==> config.mk <==
export PLATFORM = sky130hd
export DESIGN_NAME = payload_command_config_idle
export DESIGN_NICKNAME = d
export VERILOG_FILES = /design/src/pcmd_pkg.sv /design/src/payload_command_config_idle.sv
export VERILOG_INCLUDE_DIRS = /design/src
export SDC_FILE = /design/constraint.sdc
export NUM_CORES = 1
export LEC_CHECK = 0
export ABC_CLOCK_PERIOD_IN_PS = 8000
export BUFFER_PORTS_ARGS = -buffer_cell sky130_fd_sc_hd__buf_2
export CORE_MARGIN = 2
export CORE_UTILIZATION = 48
export DETAILED_ROUTE_END_ITERATION = 8
export GPL_ROUTABILITY_DRIVEN = 0
export RECOVER_POWER = 50
export SETUP_SLACK_MARGIN = 0.15
export SLEW_MARGIN = 25
export SYNTH_ARGS = -nofsm -noshare
export SYNTH_HDL_FRONTEND = slang
export SYNTH_SLANG_ARGS = --single-unit
==> constraint.sdc <==
create_clock -name core_clk_i -period 8 [get_ports core_clk_i]
set_input_delay 1.2 -clock core_clk_i [delete_from_list [all_inputs] [get_ports core_clk_i]]
set_output_delay 1.2 -clock core_clk_i [all_outputs]
set_load 0.01 [all_outputs]
==> src/pcmd_cfg.svh <==
`ifndef PCMD_CFG_SVH
`define PCMD_CFG_SVH

// Timing.
`define CLK_NS         10
`define TICK_NS        1000
`define TICK_CYC       (`TICK_NS / `CLK_NS)
`define SUBC_HALF_NS   31250
`define SUBC_HALF_CYC  (`SUBC_HALF_NS / `CLK_NS)
`define STATUS_MS      80

// Register byte offsets.
`define A_CFG_WORD     8'h00
`define A_CMD_WORD     8'h04
`define A_CMD_CTRL     8'h08
`define A_VAL_MASK     8'h0C
`define A_VAL_MATCH    8'h10
`define A_STATUS0      8'h14
`define A_STATUS1      8'h18
`define A_STATUS2      8'h1C
`define A_STATUS3      8'h20
`define A_STATUS4      8'h24

// Config word 0 fields.
`define F_REINIT       0
`define F_IDLE_EN      1
`define F_DETACHED     2
`define F_BIPHASE      3
`define F_SC_MOD       4
`define F_SC_OUT_EN    5
`define F_SC_IN_EN     6
// Status word 0 flag positions.
`define F_ST_BUSY      14
`define F_ST_REJ       15
// Control and flag positions in the control register.
`define F_CTL_GO       0
`define F_CTL_CLR      1
`define F_CTL_FRESH    2

// Default configuration words.
`define DEF_W0         16'h0000
`define DEF_W1         16'h01F4
`define DEF_W2         16'h0010
`define DEF_W3         16'h6040
`define DEF_W4         16'hFFFF

`define CFG_WORDS      5
`define LAST_CFG_IDX   3'h4
`endif

==> src/pcmd_pkg.sv <==
package pcmd_pkg;
  typedef struct packed {
    logic [15:0] w4;
    logic [15:0] w3;
    logic [15:0] w2;
    logic [15:0] w1;
    logic [15:0] w0;
  } cfg_t;

  typedef struct packed {
    logic a;
    logic a_en;
    logic b;
    logic b_en;
    logic rf;
    logic rf_en;
    logic subc;
    logic subc_en;
    logic subc_in_en;
  } cmd_out_t;

  typedef enum logic [1:0] {TX_OFF, TX_SEND, TX_FILL} tx_state_t;
endpackage

==> src/payload_command_config_idle.sv <==
`timescale 1ns/1ps
`include "pcmd_cfg.svh"

module payload_command_config_idle #(
  parameter int DEPTH        = 16,
  parameter int STATUS_TICKS = `STATUS_MS * 1000
) (
  input  wire logic              core_clk_i,
  input  wire logic              rst_i,
  input  wire logic              wb_cyc_i,
  input  wire logic              wb_stb_i,
  input  wire logic              wb_we_i,
  input  wire logic [7:0]        wb_adr_i,
  input  wire logic [3:0]        wb_sel_i,
  input  wire logic [31:0]       wb_dat_i,
  output logic      [31:0]       wb_dat_o,
  output logic                   wb_ack_o,
  input  wire logic              path_sel_i,
  output pcmd_pkg::cmd_out_t     cmd_o
);
  import pcmd_pkg::*;

  localparam int AW = $clog2(DEPTH);
  localparam cfg_t CFG_DEF = '{w4: `DEF_W4, w3: `DEF_W3, w2: `DEF_W2,
                               w1: `DEF_W1, w0: `DEF_W0};

  generate
    if (DEPTH < 2 || DEPTH > 256) begin : g_bad_depth
      $error("DEPTH must lie between 2 and 256");
    end
    if (STATUS_TICKS < 2 || STATUS_TICKS >= (1 << 17)) begin : g_bad_stat
      $error("STATUS_TICKS out of range");
    end
  endgenerate

  cfg_t              active_r;
  logic [15:0]       cfg_buf_r [0:`CFG_WORDS-2];
  logic [2:0]        cfg_cnt_r;
  logic              cfg_bad_r;
  logic [15:0]       vmask_r;
  logic [15:0]       vmatch_r;
  logic [15:0]       cmd_mem_r [0:DEPTH-1];
  logic [AW:0]       cmd_cnt_r;
  logic              cmd_bad_r;
  logic              go_pend_r;
  logic              rej_r;
  logic              fresh_r;
  cfg_t              snap_r;
  logic [16:0]       stat_cnt_r;
  logic [6:0]        tick_cnt_r;
  logic              tick_r;
  logic [15:0]       bit_cnt_r;
  logic [15:0]       tx_per_r;
  tx_state_t         state_r;
  logic [AW:0]       widx_r;
  logic [3:0]        bidx_r;
  logic [AW:0]       tx_len_r;
  logic              fill_bit_r;
  logic [11:0]       sc_cnt_r;
  logic              sc_r;
  logic              sync1_r;
  logic              sync2_r;
  logic              sync3_r;
  logic              sel_b_r;
  logic              ack_r;
  logic [31:0]       rdat_r;
  cmd_out_t          out_r;

  logic              req;
  logic              wr;
  logic              rd;
  logic [15:0]       wword;
  logic              word_ok;
  logic              cfg_wr;
  logic              cfg_last;
  cfg_t              cfg_new;
  logic              cfg_ok;
  logic              cfg_rej;
  logic              busy;
  logic              cmd_wr;
  logic              go_wr;
  logic              go_ok;
  logic              go_rej;
  logic              drop_cmd;
  logic [15:0]       cur_per;
  logic              bit_stb;
  logic              half;
  logic              line;
  logic              snap_stb;
  logic [15:0]       cur_word;

  assign req      = wb_cyc_i & wb_stb_i & ~ack_r;
  assign wr       = req & wb_we_i & wb_sel_i[0] & wb_sel_i[1];
  assign rd       = req & ~wb_we_i;
  assign wword    = wb_dat_i[15:0];
  assign busy     = (state_r == TX_SEND) | go_pend_r;
  assign word_ok  = (wword & vmask_r) == vmatch_r;
  assign cfg_wr   = wr & (wb_adr_i == `A_CFG_WORD);
  assign cfg_last = cfg_wr & (cfg_cnt_r == `LAST_CFG_IDX);
  assign cfg_new  = '{w4: wword, w3: cfg_buf_r[3], w2: cfg_buf_r[2],
                      w1: cfg_buf_r[1], w0: cfg_buf_r[0]};
  assign cfg_rej  = cfg_last & (cfg_bad_r | ~word_ok |
                    (busy & (cfg_new != active_r)));
  assign cfg_ok   = cfg_last & ~cfg_rej;
  assign cmd_wr   = wr & (wb_adr_i == `A_CMD_WORD) & ~busy;
  assign go_wr    = wr & (wb_adr_i == `A_CMD_CTRL) & wb_dat_i[`F_CTL_GO] & ~busy;
  assign go_ok    = go_wr & ~cmd_bad_r & (cmd_cnt_r != '0);
  assign go_rej   = go_wr & ~go_ok;
  assign drop_cmd = cfg_rej | go_rej;
  assign cur_per  = (state_r == TX_OFF) ? active_r.w1 : tx_per_r;
  // Periods of 0 or 1 both give one-tick bits instead of wrapping the compare.
  assign bit_stb  = tick_r & ((cur_per <= 16'h0001) | (bit_cnt_r >= cur_per - 16'h0001));
  assign half     = bit_cnt_r >= {1'b0, cur_per[15:1]};
  assign snap_stb = tick_r & (stat_cnt_r == 17'(STATUS_TICKS - 1));
  assign cur_word = cmd_mem_r[widx_r[AW-1:0]];

  // Wishbone answer: one-cycle ack after the request.
  always_ff @(posedge core_clk_i) begin
    if (rst_i) begin
      ack_r <= 1'b0;
    end else begin
      ack_r <= req;
    end
  end

  always_ff @(posedge core_clk_i) begin
    if (rst_i) begin
      rdat_r <= 32'h0000_0000;
    end else if (rd) begin
      case (wb_adr_i)
        `A_CFG_WORD:  rdat_r <= {29'h0, cfg_cnt_r};
        `A_CMD_WORD:  rdat_r <= 32'(cmd_cnt_r);
        `A_CMD_CTRL:  rdat_r <= {29'h0, fresh_r, rej_r, busy};
        `A_VAL_MASK:  rdat_r <= {16'h0, vmask_r};
        `A_VAL_MATCH: rdat_r <= {16'h0, vmatch_r};
        `A_STATUS0:   rdat_r <= {16'h0, snap_r.w0};
        `A_STATUS1:   rdat_r <= {16'h0, snap_r.w1};
        `A_STATUS2:   rdat_r <= {16'h0, snap_r.w2};
        `A_STATUS3:   rdat_r <= {16'h0, snap_r.w3};
        `A_STATUS4:   rdat_r <= {16'h0, snap_r.w4};
        default:      rdat_r <= 32'h0000_0000;
      endcase
    end
  end

  always_ff @(posedge core_clk_i) begin
    if (rst_i) begin
      vmask_r  <= 16'h0000;
      vmatch_r <= 16'h0000;
    end else begin
      if (wr && wb_adr_i == `A_VAL_MASK) begin
        vmask_r <= wword;
      end
      if (wr && wb_adr_i == `A_VAL_MATCH) begin
        vmatch_r <= wword;
      end
    end
  end

  always_ff @(posedge core_clk_i) begin
    if (rst_i) begin
      cfg_cnt_r <= 3'h0;
      cfg_bad_r <= 1'b0;
    end else if (cfg_wr) begin
      if (cfg_last) begin
        cfg_cnt_r <= 3'h0;
        cfg_bad_r <= 1'b0;
      end else begin
        cfg_buf_r[cfg_cnt_r[1:0]] <= wword;
        cfg_cnt_r <= cfg_cnt_r + 3'h1;
        cfg_bad_r <= cfg_bad_r | ~word_ok;
      end
    end
  end

  always_ff @(posedge core_clk_i) begin
    if (rst_i) begin
      active_r <= CFG_DEF;
    end else if (cfg_ok) begin
      active_r <= cfg_new.w0[`F_REINIT] ? CFG_DEF : cfg_new;
    end
  end

  always_ff @(posedge core_clk_i) begin
    if (rst_i) begin
      cmd_cnt_r <= '0;
      cmd_bad_r <= 1'b0;
    end else if (drop_cmd || (state_r == TX_SEND && bit_stb &&
                 widx_r == tx_len_r - 1'b1 && bidx_r == 4'h0)) begin
      cmd_cnt_r <= '0;
      cmd_bad_r <= 1'b0;
    end else if (cmd_wr) begin
      if (cmd_cnt_r == (AW+1)'(DEPTH)) begin
        cmd_bad_r <= 1'b1;
      end else begin
        cmd_mem_r[cmd_cnt_r[AW-1:0]] <= wword;
        cmd_cnt_r <= cmd_cnt_r + 1'b1;
        cmd_bad_r <= cmd_bad_r | ~word_ok;
      end
    end
  end

  // Rejection flag: a new rejection wins over a clear in the same cycle.
  always_ff @(posedge core_clk_i) begin
    if (rst_i) begin
      rej_r <= 1'b0;
    end else if (drop_cmd) begin
      rej_r <= 1'b1;
    end else if (wr && wb_adr_i == `A_CMD_CTRL && wb_dat_i[`F_CTL_CLR]) begin
      rej_r <= 1'b0;
    end
  end

  always_ff @(posedge core_clk_i) begin
    if (rst_i) begin
      tick_cnt_r <= 7'h00;
      tick_r     <= 1'b0;
    end else begin
      tick_r     <= tick_cnt_r == 7'(`TICK_CYC - 1);
      tick_cnt_r <= (tick_cnt_r == 7'(`TICK_CYC - 1)) ? 7'h00 : tick_cnt_r + 7'h01;
    end
  end

  always_ff @(posedge core_clk_i) begin
    if (rst_i) begin
      stat_cnt_r <= 17'h00000;
      snap_r     <= CFG_DEF;
    end else if (tick_r) begin
      stat_cnt_r <= snap_stb ? 17'h00000 : stat_cnt_r + 17'h00001;
      if (snap_stb) begin
        snap_r <= active_r;
        snap_r.w0[`F_ST_BUSY] <= busy;
        snap_r.w0[`F_ST_REJ]  <= rej_r;
      end
    end
  end

  // Fresh snapshot flag; the set wins over the clear by a status read.
  always_ff @(posedge core_clk_i) begin
    if (rst_i) begin
      fresh_r <= 1'b0;
    end else if (snap_stb) begin
      fresh_r <= 1'b1;
    end else if (rd && wb_adr_i == `A_STATUS0) begin
      fresh_r <= 1'b0;
    end
  end

  // Bit timing runs continuously so fill and message share boundaries.
  always_ff @(posedge core_clk_i) begin
    if (rst_i) begin
      bit_cnt_r <= 16'h0000;
    end else if (tick_r) begin
      bit_cnt_r <= bit_stb ? 16'h0000 : bit_cnt_r + 16'h0001;
    end
  end

  always_ff @(posedge core_clk_i) begin
    if (rst_i) begin
      go_pend_r <= 1'b0;
    end else if (drop_cmd) begin
      go_pend_r <= 1'b0;
    end else if (go_ok) begin
      go_pend_r <= 1'b1;
    end else if (bit_stb && state_r != TX_SEND) begin
      go_pend_r <= 1'b0;
    end
  end

  always_ff @(posedge core_clk_i) begin
    if (rst_i) begin
      state_r    <= TX_OFF;
      widx_r     <= '0;
      bidx_r     <= 4'hF;
      tx_len_r   <= '0;
      tx_per_r   <= `DEF_W1;
      fill_bit_r <= 1'b1;
    end else if (cfg_rej && state_r == TX_SEND) begin
      state_r <= TX_OFF;
    end else if (bit_stb) begin
      case (state_r)
        TX_OFF, TX_FILL: begin
          fill_bit_r <= ~fill_bit_r;
          if (go_pend_r) begin
            state_r  <= TX_SEND;
            widx_r   <= '0;
            bidx_r   <= 4'hF;
            tx_len_r <= cmd_cnt_r;
            tx_per_r <= active_r.w1;
          end
        end
        TX_SEND: begin
          if (bidx_r != 4'h0) begin
            bidx_r <= bidx_r - 4'h1;
          end else if (widx_r != tx_len_r - 1'b1) begin
            bidx_r <= 4'hF;
            widx_r <= widx_r + 1'b1;
          end else begin
            fill_bit_r <= 1'b1;
            state_r    <= active_r.w0[`F_IDLE_EN] ? TX_FILL : TX_OFF;
          end
        end
        default: state_r <= TX_OFF;
      endcase
    end
  end

  // 16 kHz subcarrier, square-wave approximation of the sine tone.
  always_ff @(posedge core_clk_i) begin
    if (rst_i) begin
      sc_cnt_r <= 12'h000;
      sc_r     <= 1'b0;
    end else if (sc_cnt_r == 12'(`SUBC_HALF_CYC - 1)) begin
      sc_cnt_r <= 12'h000;
      sc_r     <= ~sc_r;
    end else begin
      sc_cnt_r <= sc_cnt_r + 12'h001;
    end
  end

  always_ff @(posedge core_clk_i) begin
    if (rst_i) begin
      sync1_r <= 1'b0;
      sync2_r <= 1'b0;
      sync3_r <= 1'b0;
      sel_b_r <= 1'b0;
    end else begin
      sync1_r <= path_sel_i;
      sync2_r <= sync1_r;
      sync3_r <= sync2_r;
      if (sync2_r == sync3_r) begin
        sel_b_r <= sync3_r;
      end
    end
  end

  always_comb begin
    case (state_r)
      TX_SEND: line = cur_word[bidx_r];
      TX_FILL: line = fill_bit_r;
      default: line = 1'b0;
    endcase
    if (active_r.w0[`F_BIPHASE] && state_r != TX_OFF) begin
      line = line ^ half;
    end
  end

  always_ff @(posedge core_clk_i) begin
    if (rst_i) begin
      out_r <= '0;
    end else begin
      out_r.a     <= line;
      out_r.b     <= line;
      out_r.rf    <= line;
      out_r.rf_en <= active_r.w0[`F_DETACHED];
      out_r.a_en  <= ~active_r.w0[`F_DETACHED] & ~sel_b_r;
      out_r.b_en  <= ~active_r.w0[`F_DETACHED] & sel_b_r;
      out_r.subc  <= (state_r == TX_SEND || active_r.w0[`F_SC_MOD]) ? sc_r ^ line : sc_r;
      out_r.subc_en    <= active_r.w0[`F_SC_OUT_EN];
      out_r.subc_in_en <= active_r.w0[`F_SC_IN_EN];
    end
  end

  assign cmd_o    = out_r;
  assign wb_ack_o = ack_r;
  assign wb_dat_o = rdat_r;

  a_ack_single: assert property (@(posedge core_clk_i) disable iff (rst_i)
    ack_r |=> !ack_r) else $error("ack held two cycles");
  a_cfg_apply: assert property (@(posedge core_clk_i) disable iff (rst_i)
    cfg_ok && !cfg_new.w0[`F_REINIT] |=> active_r == $past(cfg_new))
    else $error("config not applied");
  a_reinit_def: assert property (@(posedge core_clk_i) disable iff (rst_i)
    cfg_ok && cfg_new.w0[`F_REINIT] |=> active_r == CFG_DEF)
    else $error("reinit did not restore defaults");
  a_reject_all: assert property (@(posedge core_clk_i) disable iff (rst_i)
    cfg_rej |=> active_r == $past(active_r) && cmd_cnt_r == '0 && rej_r)
    else $error("rejected message had effect");
  a_busy_change: assert property (@(posedge core_clk_i) disable iff (rst_i)
    cfg_last && state_r == TX_SEND && cfg_new != active_r |=> state_r == TX_OFF)
    else $error("send survived changed config");
  a_one_path: assert property (@(posedge core_clk_i) disable iff (rst_i)
    !(out_r.a_en && out_r.b_en) && !(out_r.rf_en && (out_r.a_en || out_r.b_en)))
    else $error("two command paths active");
  a_idle_first: assert property (@(posedge core_clk_i) disable iff (rst_i)
    state_r == TX_FILL && $past(state_r) == TX_SEND |-> fill_bit_r)
    else $error("idle did not start with one");
  a_idle_rate: assert property (@(posedge core_clk_i) disable iff (rst_i)
    state_r == TX_FILL |-> cur_per == tx_per_r && $stable(tx_per_r))
    else $error("idle rate changed");
  a_stat_gap: assert property (@(posedge core_clk_i) disable iff (rst_i)
    $changed(snap_r) |-> $past(snap_stb)) else $error("status updated early");
  a_reset_def: assert property (@(posedge core_clk_i)
    $past(rst_i) && !rst_i |-> active_r == CFG_DEF) else $error("no default after reset");
  a_bad_word: assert property (@(posedge core_clk_i) disable iff (rst_i)
    cfg_wr && !cfg_last && !word_ok |=> cfg_bad_r) else $error("bad word not marked");

  c_cfg_applied: cover property (@(posedge core_clk_i) disable iff (rst_i) cfg_ok);
  c_send_fill: cover property (@(posedge core_clk_i) disable iff (rst_i)
    state_r == TX_SEND ##1 state_r == TX_FILL);
  c_fill_send: cover property (@(posedge core_clk_i) disable iff (rst_i)
    state_r == TX_FILL ##1 state_r == TX_SEND);
  c_rejected: cover property (@(posedge core_clk_i) disable iff (rst_i) cfg_rej);
endmodule

# Word level (Yosys, flattened, before mapping)
# Memory sizes are Yosys's and may differ from the RTL's. A register that Yosys moved wholly into a read port is not among the register bits.
# Index checks and enable logic that the tools add are counted.
word_totals:
  register_bits: 336
  ramBits: 320
  elab_cells: 214
  mem_count: 2
memory_table:
  columns: ["name", "words", "word_bits", "rd", "rd_clocked_by_memory_dff", "write_ports", "line_no", "rtl"]
  rows:
  - ["cmd_mem_r", 16, 16, 1, 1, 1, "payload_command_config_idle.sv:42", "logic [15:0] cmd_mem_r [0:DEPTH-1];"]
  - ["cfg_buf_r", 4, 16, 4, 0, 1, "payload_command_config_idle.sv:37", "logic [15:0] cfg_buf_r [0:`CFG_WORDS-2];"]
op_classes:
  n_addsub: 10
  n_lt_le_gt_ge: 4
  n_eq_ne: 27
  n_mux: 46
  bitwise: 45
  reduce_logical: 36
op_table:
  columns: ["operator", "count"]
  rows:
  - ["one-hot mux 16 bit (10 select lines)", 1]
  - ["2-to-1 mux 80 bit", 1]
  - ["!= test 80 bit", 1]
  - ["equality test 8 x 5 -> 1 bit (second input constant)", 4]
  - ["2-to-1 mux 16 bit", 2]
  - ["AND 1 bit", 23]
  - ["2-to-1 mux 1 bit", 22]
  - ["2-to-1 mux 4 bit", 5]
  - ["adder 17 x 1 -> 17 bit (second input constant)", 1]
  - ["equality test 17 bit (second input constant)", 1]
  - ["2-to-1 mux 17 bit", 1]
  - ["adder 16 x 1 -> 16 bit (second input constant)", 1]
  - ["AND 16 bit", 1]
  - ["equality test 16 bit", 1]
  - ["equality test 8 x 4 -> 1 bit (second input constant)", 2]
  - ["equality test 8 x 6 -> 1 bit (second input constant)", 2]
  - [">= comparator 16 x 15 -> 1 bit", 1]
  - [">= comparator 16 bit", 1]
  - ["<= comparator 16 x 1 -> 1 bit (second input constant)", 1]
  - ["subtractor 16 x 1 -> 16 bit (second input constant)", 1]
  - ["2-to-1 mux 5 bit", 3]
  - ["inverter 1 bit", 13]
  - ["adder 12 x 1 -> 12 bit (second input constant)", 1]
  - ["equality test 12 bit (second input constant)", 1]
  - ["40 further kinds", 77]

# Depth between registers and ports, before layout
# Gate-level depths: netlist of the first run.
depth:
  word_depth: 17
  depth_mapped: 21
  depth_no_buf: 17

# Worst setup path after synthesis of the first run
# OpenSTA, ideal clock, no wires.
synth_path:
  path_type: "register to register"
  start: "register state_r[0]"
  end: "memory cmd_mem_r[15][0], enable pin"
  setup_time_ps: 373
  arrival_time_ps: 4203
  t_required_ps: 7627
  slack_ps: 3423
  path_stages_with_launch: 19
  path_cell_list: "dfxtp_1 -> inv_1 -> ha_1 -> buf_4 -> mux2i_1 -> o21ai_1 -> and4bb_2 -> and3_1 -> nand3_1 -> xnor2_1 -> ha_1 -> a21o_1 -> a21o_1 -> a21oi_1 -> nand2_1 -> a22o_1 -> a2111oi_4 -> clkbuf_1 -> and4_1"
synth_between:
  elab_chain_cells: 13
  word_cells_on_any_way: 28
synth_lines:
  columns: ["item", "line_no", "rtl"]
  rows:
  - ["start, declared", "payload_command_config_idle.sv:54", "tx_state_t state_r;"]
  - ["start signal, assigned", "payload_command_config_idle.sv:300", "state_r <= active_r.w0[`F_IDLE_EN] ? TX_FILL : TX_OFF;"]
  - ["logical NOT 2 bit / equality test 2 x 1 -> 1 bit (equally long branches)", "payload_command_config_idle.sv:110, payload_command_config_idle.sv:96, payload_command_config_idle.sv:188", null]
  - ["2-to-1 mux 16 bit / bitwise OR 1 bit (equally long branches)", "payload_command_config_idle.sv:110, payload_command_config_idle.sv:96", null]
  - ["subtractor 16 x 1 -> 16 bit / inverter 1 bit (equally long branches)", "payload_command_config_idle.sv:112, payload_command_config_idle.sv:105, payload_command_config_idle.sv:106", null]
  - [">= comparator 16 bit / AND 1 bit (equally long branches)", "payload_command_config_idle.sv:112, payload_command_config_idle.sv:106", null]
  - ["bitwise OR 1 bit / AND 1 bit (equally long branches)", "payload_command_config_idle.sv:112, payload_command_config_idle.sv:107", null]
  - ["AND 1 bit, on equally long branches", "payload_command_config_idle.sv:112, payload_command_config_idle.sv:107", null]
  - ["logical AND 1 bit / inverter 1 bit (equally long branches)", "payload_command_config_idle.sv:188, payload_command_config_idle.sv:108", null]
  - ["logical AND 1 bit / AND 1 bit (equally long branches)", "payload_command_config_idle.sv:188, payload_command_config_idle.sv:108", null]
  - ["logical AND 1 bit / bitwise OR 1 bit (equally long branches)", "payload_command_config_idle.sv:189, payload_command_config_idle.sv:109", null]
  - ["logical OR 1 bit", "payload_command_config_idle.sv:188", "end else if (drop_cmd || (state_r == TX_SEND && bit_stb &&"]
  - ["2-to-1 mux 1 bit *", "payload_command_config_idle.sv:188", null]
  - ["2-to-1 mux 1 bit *", "payload_command_config_idle.sv:185", "if (rst_i) begin"]
  - ["2-to-1 mux 1 bit (not written as such) *", "payload_command_config_idle.sv:196", "cmd_mem_r[cmd_cnt_r[AW-1:0]] <= wword;"]
  - ["end, declared", "payload_command_config_idle.sv:42", null]
# Mark *: on every way between the ends. The rest lies on a longest branch, timed or not.

==> results of run 1 <==
## cells by family (layout without fill, tap and decap cells)
kind of cell / count (synthesis) / in the layout / share of synthesized area, %
AND/OR/NAND/NOR: 877 / 877 / 15.7
AO/OA/AOI/OAI: 419 / 419 / 9.98
adder cells (fa/ha/maj): 49 / 49 / 2.19
flip-flops: 642 / 642 / 57.6
multiplexers: 120 / 120 / 6.86
buffers and inverters: 207 / 265 / 3.33
XOR/XNOR: 139 / 139 / 4.37
other: 1 / 16 / 0.0135
## worst max-delay path, delay by kind of cell
kind / cells / cell delay (ns)
AND/OR/NAND/NOR: 2 / 0.81
buffers and inverters: 2 / 5.09
## cell usage after synthesis, types with 28 or more instances
master      n
mux2i_1    55
edfxtp_1  320
dfxtp_1   322
a21oi_1   177
mux4_2     56
nand3b_1   28
a22oi_1    66
clkbuf_1  106
nand2_1   325
nor2_1    164
ha_1       48
xnor2_1    55
nand3_1    53
inv_1      44
nor2b_1    40
nand4_1    33
or3b_1     31
nor3_1     61
xor2_1     84
## through the flow
stage          std cells  utilization, %  hold slack, ns
2_1_floorplan       2469               -           0.413
3_3_place_gp        3163            49.9           0.419
3_5_place_dp        3163            49.9           0.435
4_1_cts             3292            53.9           0.442
5_1_grt             3292            53.8           0.457
6_report            3292            53.8           0.442
## cell type report
| cell class | count | area share [%] |
|---|---|---|
| sequential | 642 | 51.9 |
| multi-input combinational | 1620 | 35.6 |
| clock buffer | 99 | 6.43 |
| tap | 765 | 3.09 |
| timing repair buffer | 91 | 1.49 |
| clock inverter | 30 | 0.998 |
| inverter | 45 | 0.545 |
## worst paths after layout
path                                     from          endpoint  slack [ns]  cells past startpoint
worst max-delay path                    rst_i      bit_cnt_r[5]        1.31                      4
worst min-delay path            tick_cnt_r[0]     tick_cnt_r[0]        0.44                      1
worst max register to register     state_r[1]  cmd_mem_r[1][15]        1.45                     17
worst min register to register  tick_cnt_r[0]     tick_cnt_r[0]        0.44                      1
## flip-flops by register name, indices dropped and copies added, names as in the netlist, 2 cells and up, named ones only
register	flops
active_r	79
snap_r	79
state_r	2
bidx_r	4
widx_r	5
tx_len_r	5
stat_cnt_r	17
cmd_cnt_r	5
cmd_o	7
tx_per_r	16
vmatch_r	16
tick_cnt_r	7
bit_cnt_r	16
cmd_mem_r	256
cfg_cnt_r	3
vmask_r	16
wb_dat_o	16
sc_cnt_r	12
cfg_buf_r	64
## cell usage in the layout (no fill, tap or decap), types with 31 or more instances in the layout
cell type	instances
nand3_1	52
dfxtp_1	320
ha_1	48
xor2_1	84
inv_1	44
mux2i_1	55
nand4_1	33
a21oi_1	177
xnor2_1	55
a22oi_1	66
clkbuf_1	67
clkbuf_16	71
nand2_1	325
or3b_1	31
nor3_1	59
mux4_2	56
nor2b_1	39
edfxtp_1	320
nor2_1	160
## power by group
group          leakage [uW]  internal, uW  switching, uW
clock               0.00112          1830           1370
combinational       0.00396          19.3           95.9
sequential          0.00547          3450           3.20
total                0.0106          5300           1470
## routing by layer
layer / track usage, % / share of wire (%) / vias up
li1: - / - / 8945
met1: 34.0 / 43 / 9656
met2: 42.5 / 48 / 664
met3: 3.74 / 5.9 / 138
met4: 8.29 / 3.0 / 0
met5: 0 / 0 / -
==> out/qor.yml, run 1 <==
cts_buffers: 71
cpMaxStageDelayCell: "clkbuf_1"
clock_latency_ns: 0.63
min-delay-path-class: "reg -> reg"
die_y_um: 245
grt_pass1_wl_mm: 115
nets: 2569
end_kind: "flop"
worstPathMaxFanout: 80
timing.final.crit_period_ns: 6.69
multi_input_area_sq_um: 11000
ctsHoldBuffers: 0
worst_slew_pin_slew_ns: 3.61
first_pass_iters: 5
power.static_leakage_uw: 0.0106
fin_setup_tns_ns: 0
postCtsSetupBuffers: 0
finalHoldViolations: 0
dp_slack_ns: 1.56
peakVddDrop_mv: 0.189
synth_edf_count: 320
cts.sinks: 642
syn_inst: 2454
yosys.area.top_type_share_pct: 34.5
grt_max_degree: 91
grt_antenna_before_repair: 0
worstPathArrival_ns: 7.17
finalPower_uw: 6770
hpwl_mm: 49.1
rsz0062_at_grt: "no"
synthTopCellsByArea: "edfxtp_1 (34%), dfxtp_1 (23%), mux4_2 (4.5%), nand2_1 (4.4%), a21oi_1 (3.2%)"
ys_seq_elements: 642
io_pins: 92
register_area_sq_um: 16100
drc: 0
final_area_sq_um: 31000
worst_clock_skew_ns: 0.0211
die-area_sq_um: 60000
io_buffers: 57
path_clk_slew_ns: 0.05
max_slew_margin_pct: -141
worstPathRequired_ns: 8.48
placed_area_sq_um: 28700
crit_chain: "clkbuf_1 > clkbuf_1 > nand2b_1 > nor2_1"
htreeDepth: 3
synth.distinct_cells: 78
seq_area_frac_synth_pct: 57.6
die_x_um: 245
final_layout_size_suffix_gt1_share_pct: 10.1
antennaDiodeCount: 0
cp_slowest_stage_delay_ns: 2.61
grt_pass1_vias: 18900
crit_path_start_kind: "input pin"
cts_root_buf: "clkbuf_16"
antenna_left: 0
period_share_pct: 83.7
syn_area_sq_um: 27900
synth_warnings: 0
yosys.area.top_type: "edfxtp_1"
fp.coreArea_sq_um: 57600
grt_usage_pct: 25.4
synth_top_flop_cell: "dfxtp_1"
cap_violations: 13
nFillCells: 4995
cts.repair.resized: 0
drt_first_iter_violations: 1703
rows: 88
dr_total_vias: 19400
wl_per_cell_um: 23.3
grt.overflow.total: 0
maxSlewViolCount: 492
cts_tree: "built"
start_util_pct: 48.4
violations: "max-capacitance violations, max-slew violations"
max_freq_ghz: 0.149
finalSetupViolations: 0
synth.avg_cell_area_sq_um: 11.4
p_per_area_nw_per_um2: 219
area_growth_pct: 11.1
wirelength_mm: 76.6
critical_path_class: "in -> reg"
cts_buffer_depth: 3
path_common_cell: "clkbuf_1"
finalWorstSetupSlack_ns: 1.31
async_flop_share_pct: 0
status: "complete, but fails checks"
via_per_inst: 5.89
(Power assumes the default switching activity.)
==> run 2, diff against run 1 <==
Settings changed: ABC_AREA set to 1, ABC_CLOCK_PERIOD_IN_PS 8000 to 5600, PLACE_DENSITY set to 0.67.
Clock period 8 ns to 5.6 ns, I/O delays scaled along.
==> out/qor.yml, run 2 <==
yosys.area.top_type: "edfxtp_1"
max_freq_ghz: 0.197
rsz0062_at_grt: "no"
max_slew_margin_pct: -116
worstPathArrival_ns: 5.35
syn_inst: 3007
largest_reg_flops: 256
period_share_pct: 90.4
grt_pass1_vias: 20500
syn_area_sq_um: 28000
dr_total_vias: 21700
maxSlewViolCount: 337
final_layout_size_suffix_gt1_share_pct: 7.61
die-area_sq_um: 60300
rows: 88
antenna_left: 0
finalSetupViolations: 0
first_pass_iters: 6
worst_slew_pin_slew_ns: 3.24
synth.avg_cell_area_sq_um: 9.32
cts_root_buf: "clkbuf_16"
finalHoldViolations: 0
worstPathMaxFanout: 16
grt_usage_pct: 24.6
nets: 3134
die_y_um: 246
dp_slack_ns: 0.397
grt_antenna_before_repair: 1
via_per_inst: 5.63
grt.overflow.total: 0
fp.coreArea_sq_um: 57700
start_util_pct: 48.6
power.static_leakage_uw: 0.0117
path_delay_family: "simple AND/OR/NAND/NOR gates"
synth_top_flop_cell: "dfxtp_1"
ys_seq_elements: 642
io_buffers: 57
path_clk_slew_ns: 0.07
antennaDiodeCount: 0
htreeDepth: 3
worstPathRequired_ns: 5.88
critical_path_class: "reg -> reg"
finalWorstSetupSlack_ns: 0.535
hpwl_mm: 48.5
end_kind: "flop"
grt_pass1_wl_mm: 115
ctsHoldBuffers: 0
yosys.area.top_type_share_pct: 34.3
area_growth_pct: 11.1
seq_area_frac_synth_pct: 57.3
timing.final.crit_period_ns: 5.06
critPathBufInv: 6
synth_warnings: 0
worst_clock_skew_ns: 0.0192
violations: "max-capacitance violations, max-slew violations"
io_pins: 92
min-delay-path-class: "reg -> reg"
cts_tree: "built"
synth.distinct_cells: 60
cts_buffer_depth: 3
crit_path_start_kind: "flop"
synth_edf_count: 320
drt_first_iter_violations: 2222
wirelength_mm: 74.7
drc: 0
cts.repair.resized: 0
synthTopCellsByArea: "edfxtp_1 (34%), dfxtp_1 (23%), nand2_1 (8.5%), nand3_1 (6.0%), nor2_1 (3.2%)"
wl_per_cell_um: 19.4
cpMaxStageDelayCell: "dfxtp_1"
cts.sinks: 642
cap_violations: 12
nFillCells: 5095
async_flop_share_pct: 0
p_per_area_nw_per_um2: 308
fin_setup_tns_ns: 0
peakVddDrop_mv: 0.278
synthTopCellsByCount: "nand2_1 (636), nand3_1 (334), dfxtp_1 (322)"
cp_slowest_stage_delay_ns: 0.36
final_common_cell: "nand2_1"
cts_buffers: 66
status: "complete, but fails checks"
postCtsSetupBuffers: 0
yosysMostFrequentCell: "nand2_1"
layout_common_cells: "nand2_1 (635), nand3_1 (334), dfxtp_1 (320), edfxtp_1 (320), nor2_1 (235)"
grt_max_degree: 89
clock_latency_ns: 0.61
die_x_um: 246
[run 2: changes by cell type in the layout (fill, tap and decap cells not counted), sizes merged, moves of 28 or more]
cell    change
a211oi     +53
a21oi      -62
inv       +202
mux2i      -55
mux4       -56
nand2     +312
nand3     +283
nor2       +78
nor2b      -40
o211ai     +53
o21ai      +87
or3b       -45
xnor2      -28
[run 2: logic make-up after synthesis]
| kind of cell | after synthesis | share of synthesized area (%) |
|---|---|---|
| flip-flops | 642 | 57.3 |
| XOR/XNOR | 106 | 3.31 |
| AND/OR/NAND/NOR | 1355 | 21.0 |
| buffers and inverters | 420 | 6.22 |
| AO/OA/AOI/OAI | 435 | 10.1 |
| adder cells (fa/ha/maj) | 48 | 2.14 |
| other | 1 | 0.0134 |
[run 2: worst min-delay path: stages, from the launching register on]
cell and delay, ns:
dfxtp_1 0.30, inv_1 0.05, nor2_1 0.03
[run 2: layer usage]
metal / global-route usage, % / vias to the layer above / routed length, um
li1: - / 10300 / -
met1: 34.5 / 10400 / 32700
met2: 38.6 / 815 / 33600
met3: 4.07 / 154 / 5900
met4: 8.84 / 0 / 2560
met5: 0 / - / 0
[run 2: cell type report]
type	instances	area, sq um	share of cell area (%)
Clock buffer	97	2020	6.47
Clock inverter	25	204	0.655
Inverter	255	967	3.10
Multi-Input combinational cell	1960	10300	33.1
Sequential cell	642	16100	51.6
Tap cell	765	957	3.07
Timing Repair Buffer	111	644	2.07
[run 2: power breakdown]
group / switching (uW) / leakage [uW] / internal, uW
Sequential: 3.54 / 0.00547 / 4930
Combinational: 157 / 0.00510 / 25.6
Clock: 1820 / 0.00109 / 2640
Total: 1980 / 0.0117 / 7600
[run 2: per-stage QoR]
stage                     util, %  area (sq um)  total power [uW]  std cells  hold WS [ns]
after detailed placement     50.3         29000              5220       3733         0.414
after CTS                    54.1         31200              9630       3855         0.421
final                        54.0         31100              9580       3855         0.419
after global routing         54.0         31100              9830       3855         0.434
after global placement       50.2         29000              5210       3731         0.393
after floorplan                 -         28100              5110       3022         0.388
[run 2: worst paths after layout]
path,cells after the start,slack (ns),start,end
hold / removal,2,0.42,sync1_r,sync2_r
hold reg to reg,2,0.42,sync1_r,sync2_r
setup reg to reg,26,0.54,state_r[0],cmd_mem_r[9][1]
setup / recovery,26,0.54,state_r[0],cmd_mem_r[9][1]
==> run 3, diff against run 2 <==
Settings changed: ABC_CLOCK_PERIOD_IN_PS 5600 to 4270, CTS_BUF_LIST set to sky130_fd_sc_hd__clkbuf_8.
Clock period 5.6 ns to 4.27 ns, I/O delays scaled along.
==> out/qor.yml, run 3 (synthesis gave the netlist of run 2 again) <==
timing.final.crit_period_ns: 4.14
dr_total_vias: 22100
cp_slowest_stage_delay_ns: 0.34
cap_violations: 4
worstPathRequired_ns: 4.68
hpwl_mm: 51.5
grt_pass1_wl_mm: 119
dp_slack_ns: 0.115
io_pins: 92
maxSlewViolCount: 125
final_common_cell: "nand2_1"
finalWorstSetupSlack_ns: 0.130
first_pass_iters: 7
finalHoldViolations: 0
antenna_left: 0
drc: 0
swShare_pct: 22.2
cts_root_buf: "clkbuf_8"
register_area_sq_um: 16100
antennaDiodeCount: 0
htreeDepth: 3
min-delay-path-class: "in -> reg"
multi_input_area_sq_um: 10600
worstPathMaxFanout: 8
wirelength_mm: 78.0
worst_clock_skew_ns: 0.0392
cts_buffer_depth: 3
die_y_um: 246
path_clk_slew_ns: 0.06
peakVddDrop_mv: 0.257
cts_buffers: 99
pwr-share-seq_pct: 53.7
nFillCells: 5119
final_layout_size_suffix_gt1_share_pct: 11.1
period_share_pct: 97.0
clock_latency_ns: 0.72
largest_reg_flops: 256
worst_slew_pin_slew_ns: 3.30
grt_max_degree: 131
grt_usage_pct: 25.6
max_slew_margin_pct: -120
layout_common_cells: "nand2_1 (631), nand3_1 (329), edfxtp_1 (320), dfxtp_1 (318), inv_1 (263)"
worstPathArrival_ns: 4.55
critical_path_class: "reg -> reg"
grt_antenna_before_repair: 1
die-area_sq_um: 60300
area_growth_pct: 13.9
status: "complete, but fails checks"
grt.overflow.total: 0
io_buffers: 57
drt_first_iter_violations: 1929
violations: "max-capacitance violations, max-slew violations"
via_per_inst: 5.58
p_int_uw: 9390
die_x_um: 246
rows: 88
end_kind: "flop"
rsz0062_at_grt: "yes"
pwr-share-comb_pct: 2.1
grt_pass1_vias: 21300
nets: 3217
ctsHoldBuffers: 0
path_common_cell: "inv_2"
cpMaxStageDelayCell: "dfxtp_2"
p_per_area_nw_per_um2: 378
finalPower_uw: 12100
max_freq_ghz: 0.242
cts_tree: "built"
switchingPower_uw: 2670
finalSetupViolations: 0
crit_path_start_kind: "flop"
fp.coreArea_sq_um: 57700
wl_per_cell_um: 19.7
start_util_pct: 48.6
p_clk_share_pct: 44.2
power.static_leakage_uw: 0.0121
cts.sinks: 642
run 3: cell types whose count changed in the layout (fill, tap and decap cells not counted), sizes merged:
cell      change
buf          +41
inv          +34
clkbuf       +27
bufinv        +4
clkinv        +3
clkinvlp      +3
run 3: repair_timing:
action | CTS | global route
gates resized for setup | 0 | 26
gates cloned | 0 | 2
setup endpoints to repair | 175 | 314
buffers inserted | 0 | 6
pin swaps | 0 | 6
run 3: worst paths after layout:
path / start / endpoint / slack [ns] / depth (start not counted)
worst max register to register: state_r[0] / cmd_mem_r[0][8] / 0.13 / 28
worst max-delay path: state_r[0] / cmd_mem_r[0][8] / 0.13 / 28
worst min-delay path: path_sel_i / sync1_r / 0.16 / 3
worst min register to register: sync1_r / sync2_r / 0.40 / 2
run 3: power groups by stage:
stage / clock network (uW) / logic, uW / registers, uW
global route: 5650 / 267 / 6470
finish: 5330 / 255 / 6470
floorplan: 0 / 104 / 6600
detailed placement: 0 / 259 / 6600
global placement: 0 / 252 / 6600
CTS: 5390 / 260 / 6470
run 3: final cells by class:
class	count	share of cell area [%]
clock buffers	115	4.96
clock inverters	69	1.53
inverters	255	3.04
multi-input cells	1960	33.1
flip-flops and latches	642	50.3
well taps	765	3.00
repair buffers	161	4.03
run 3: per-stage QoR:
stage	cell area, sq um	setup TNS, ns	instances	hold slack (ns)	utilization, %
3_5_place_dp	29800	0	3775	0.396	51.6
6_report	31900	0	3967	0.162	55.3
4_1_cts	31800	0	3959	0.115	55.2
2_1_floorplan	28300	0	3022	0.388	-
3_3_place_gp	29800	0	3775	0.394	51.6
5_1_grt	31900	-13.46	3967	0.177	55.3
run 3: per-layer routing:
metal | up-vias | part of all wire [%] | track usage (%)
met2 | 877 | 46 | 41.0
met1 | 10600 | 42 | 34.1
met4 | 0 | 3.9 | 12.2
li1 | 10500 | - | -
met3 | 167 | 7.7 | 3.83
met5 | - | 0 | 0
run 3: worst max-delay path, delay by kind of cell (launching register included):
| family | cells | cell delay (ns) |
|---|---|---|
| AOI/OAI and AO/OA | 3 | 0.49 |
| xor gates and xnor gates | 1 | 0.16 |
| adders and majority gates | 2 | 0.47 |
| buffers and inverters | 10 | 0.99 |
| DFF | 1 | 0.34 |
| and+or+nand+nor | 12 | 1.40 |
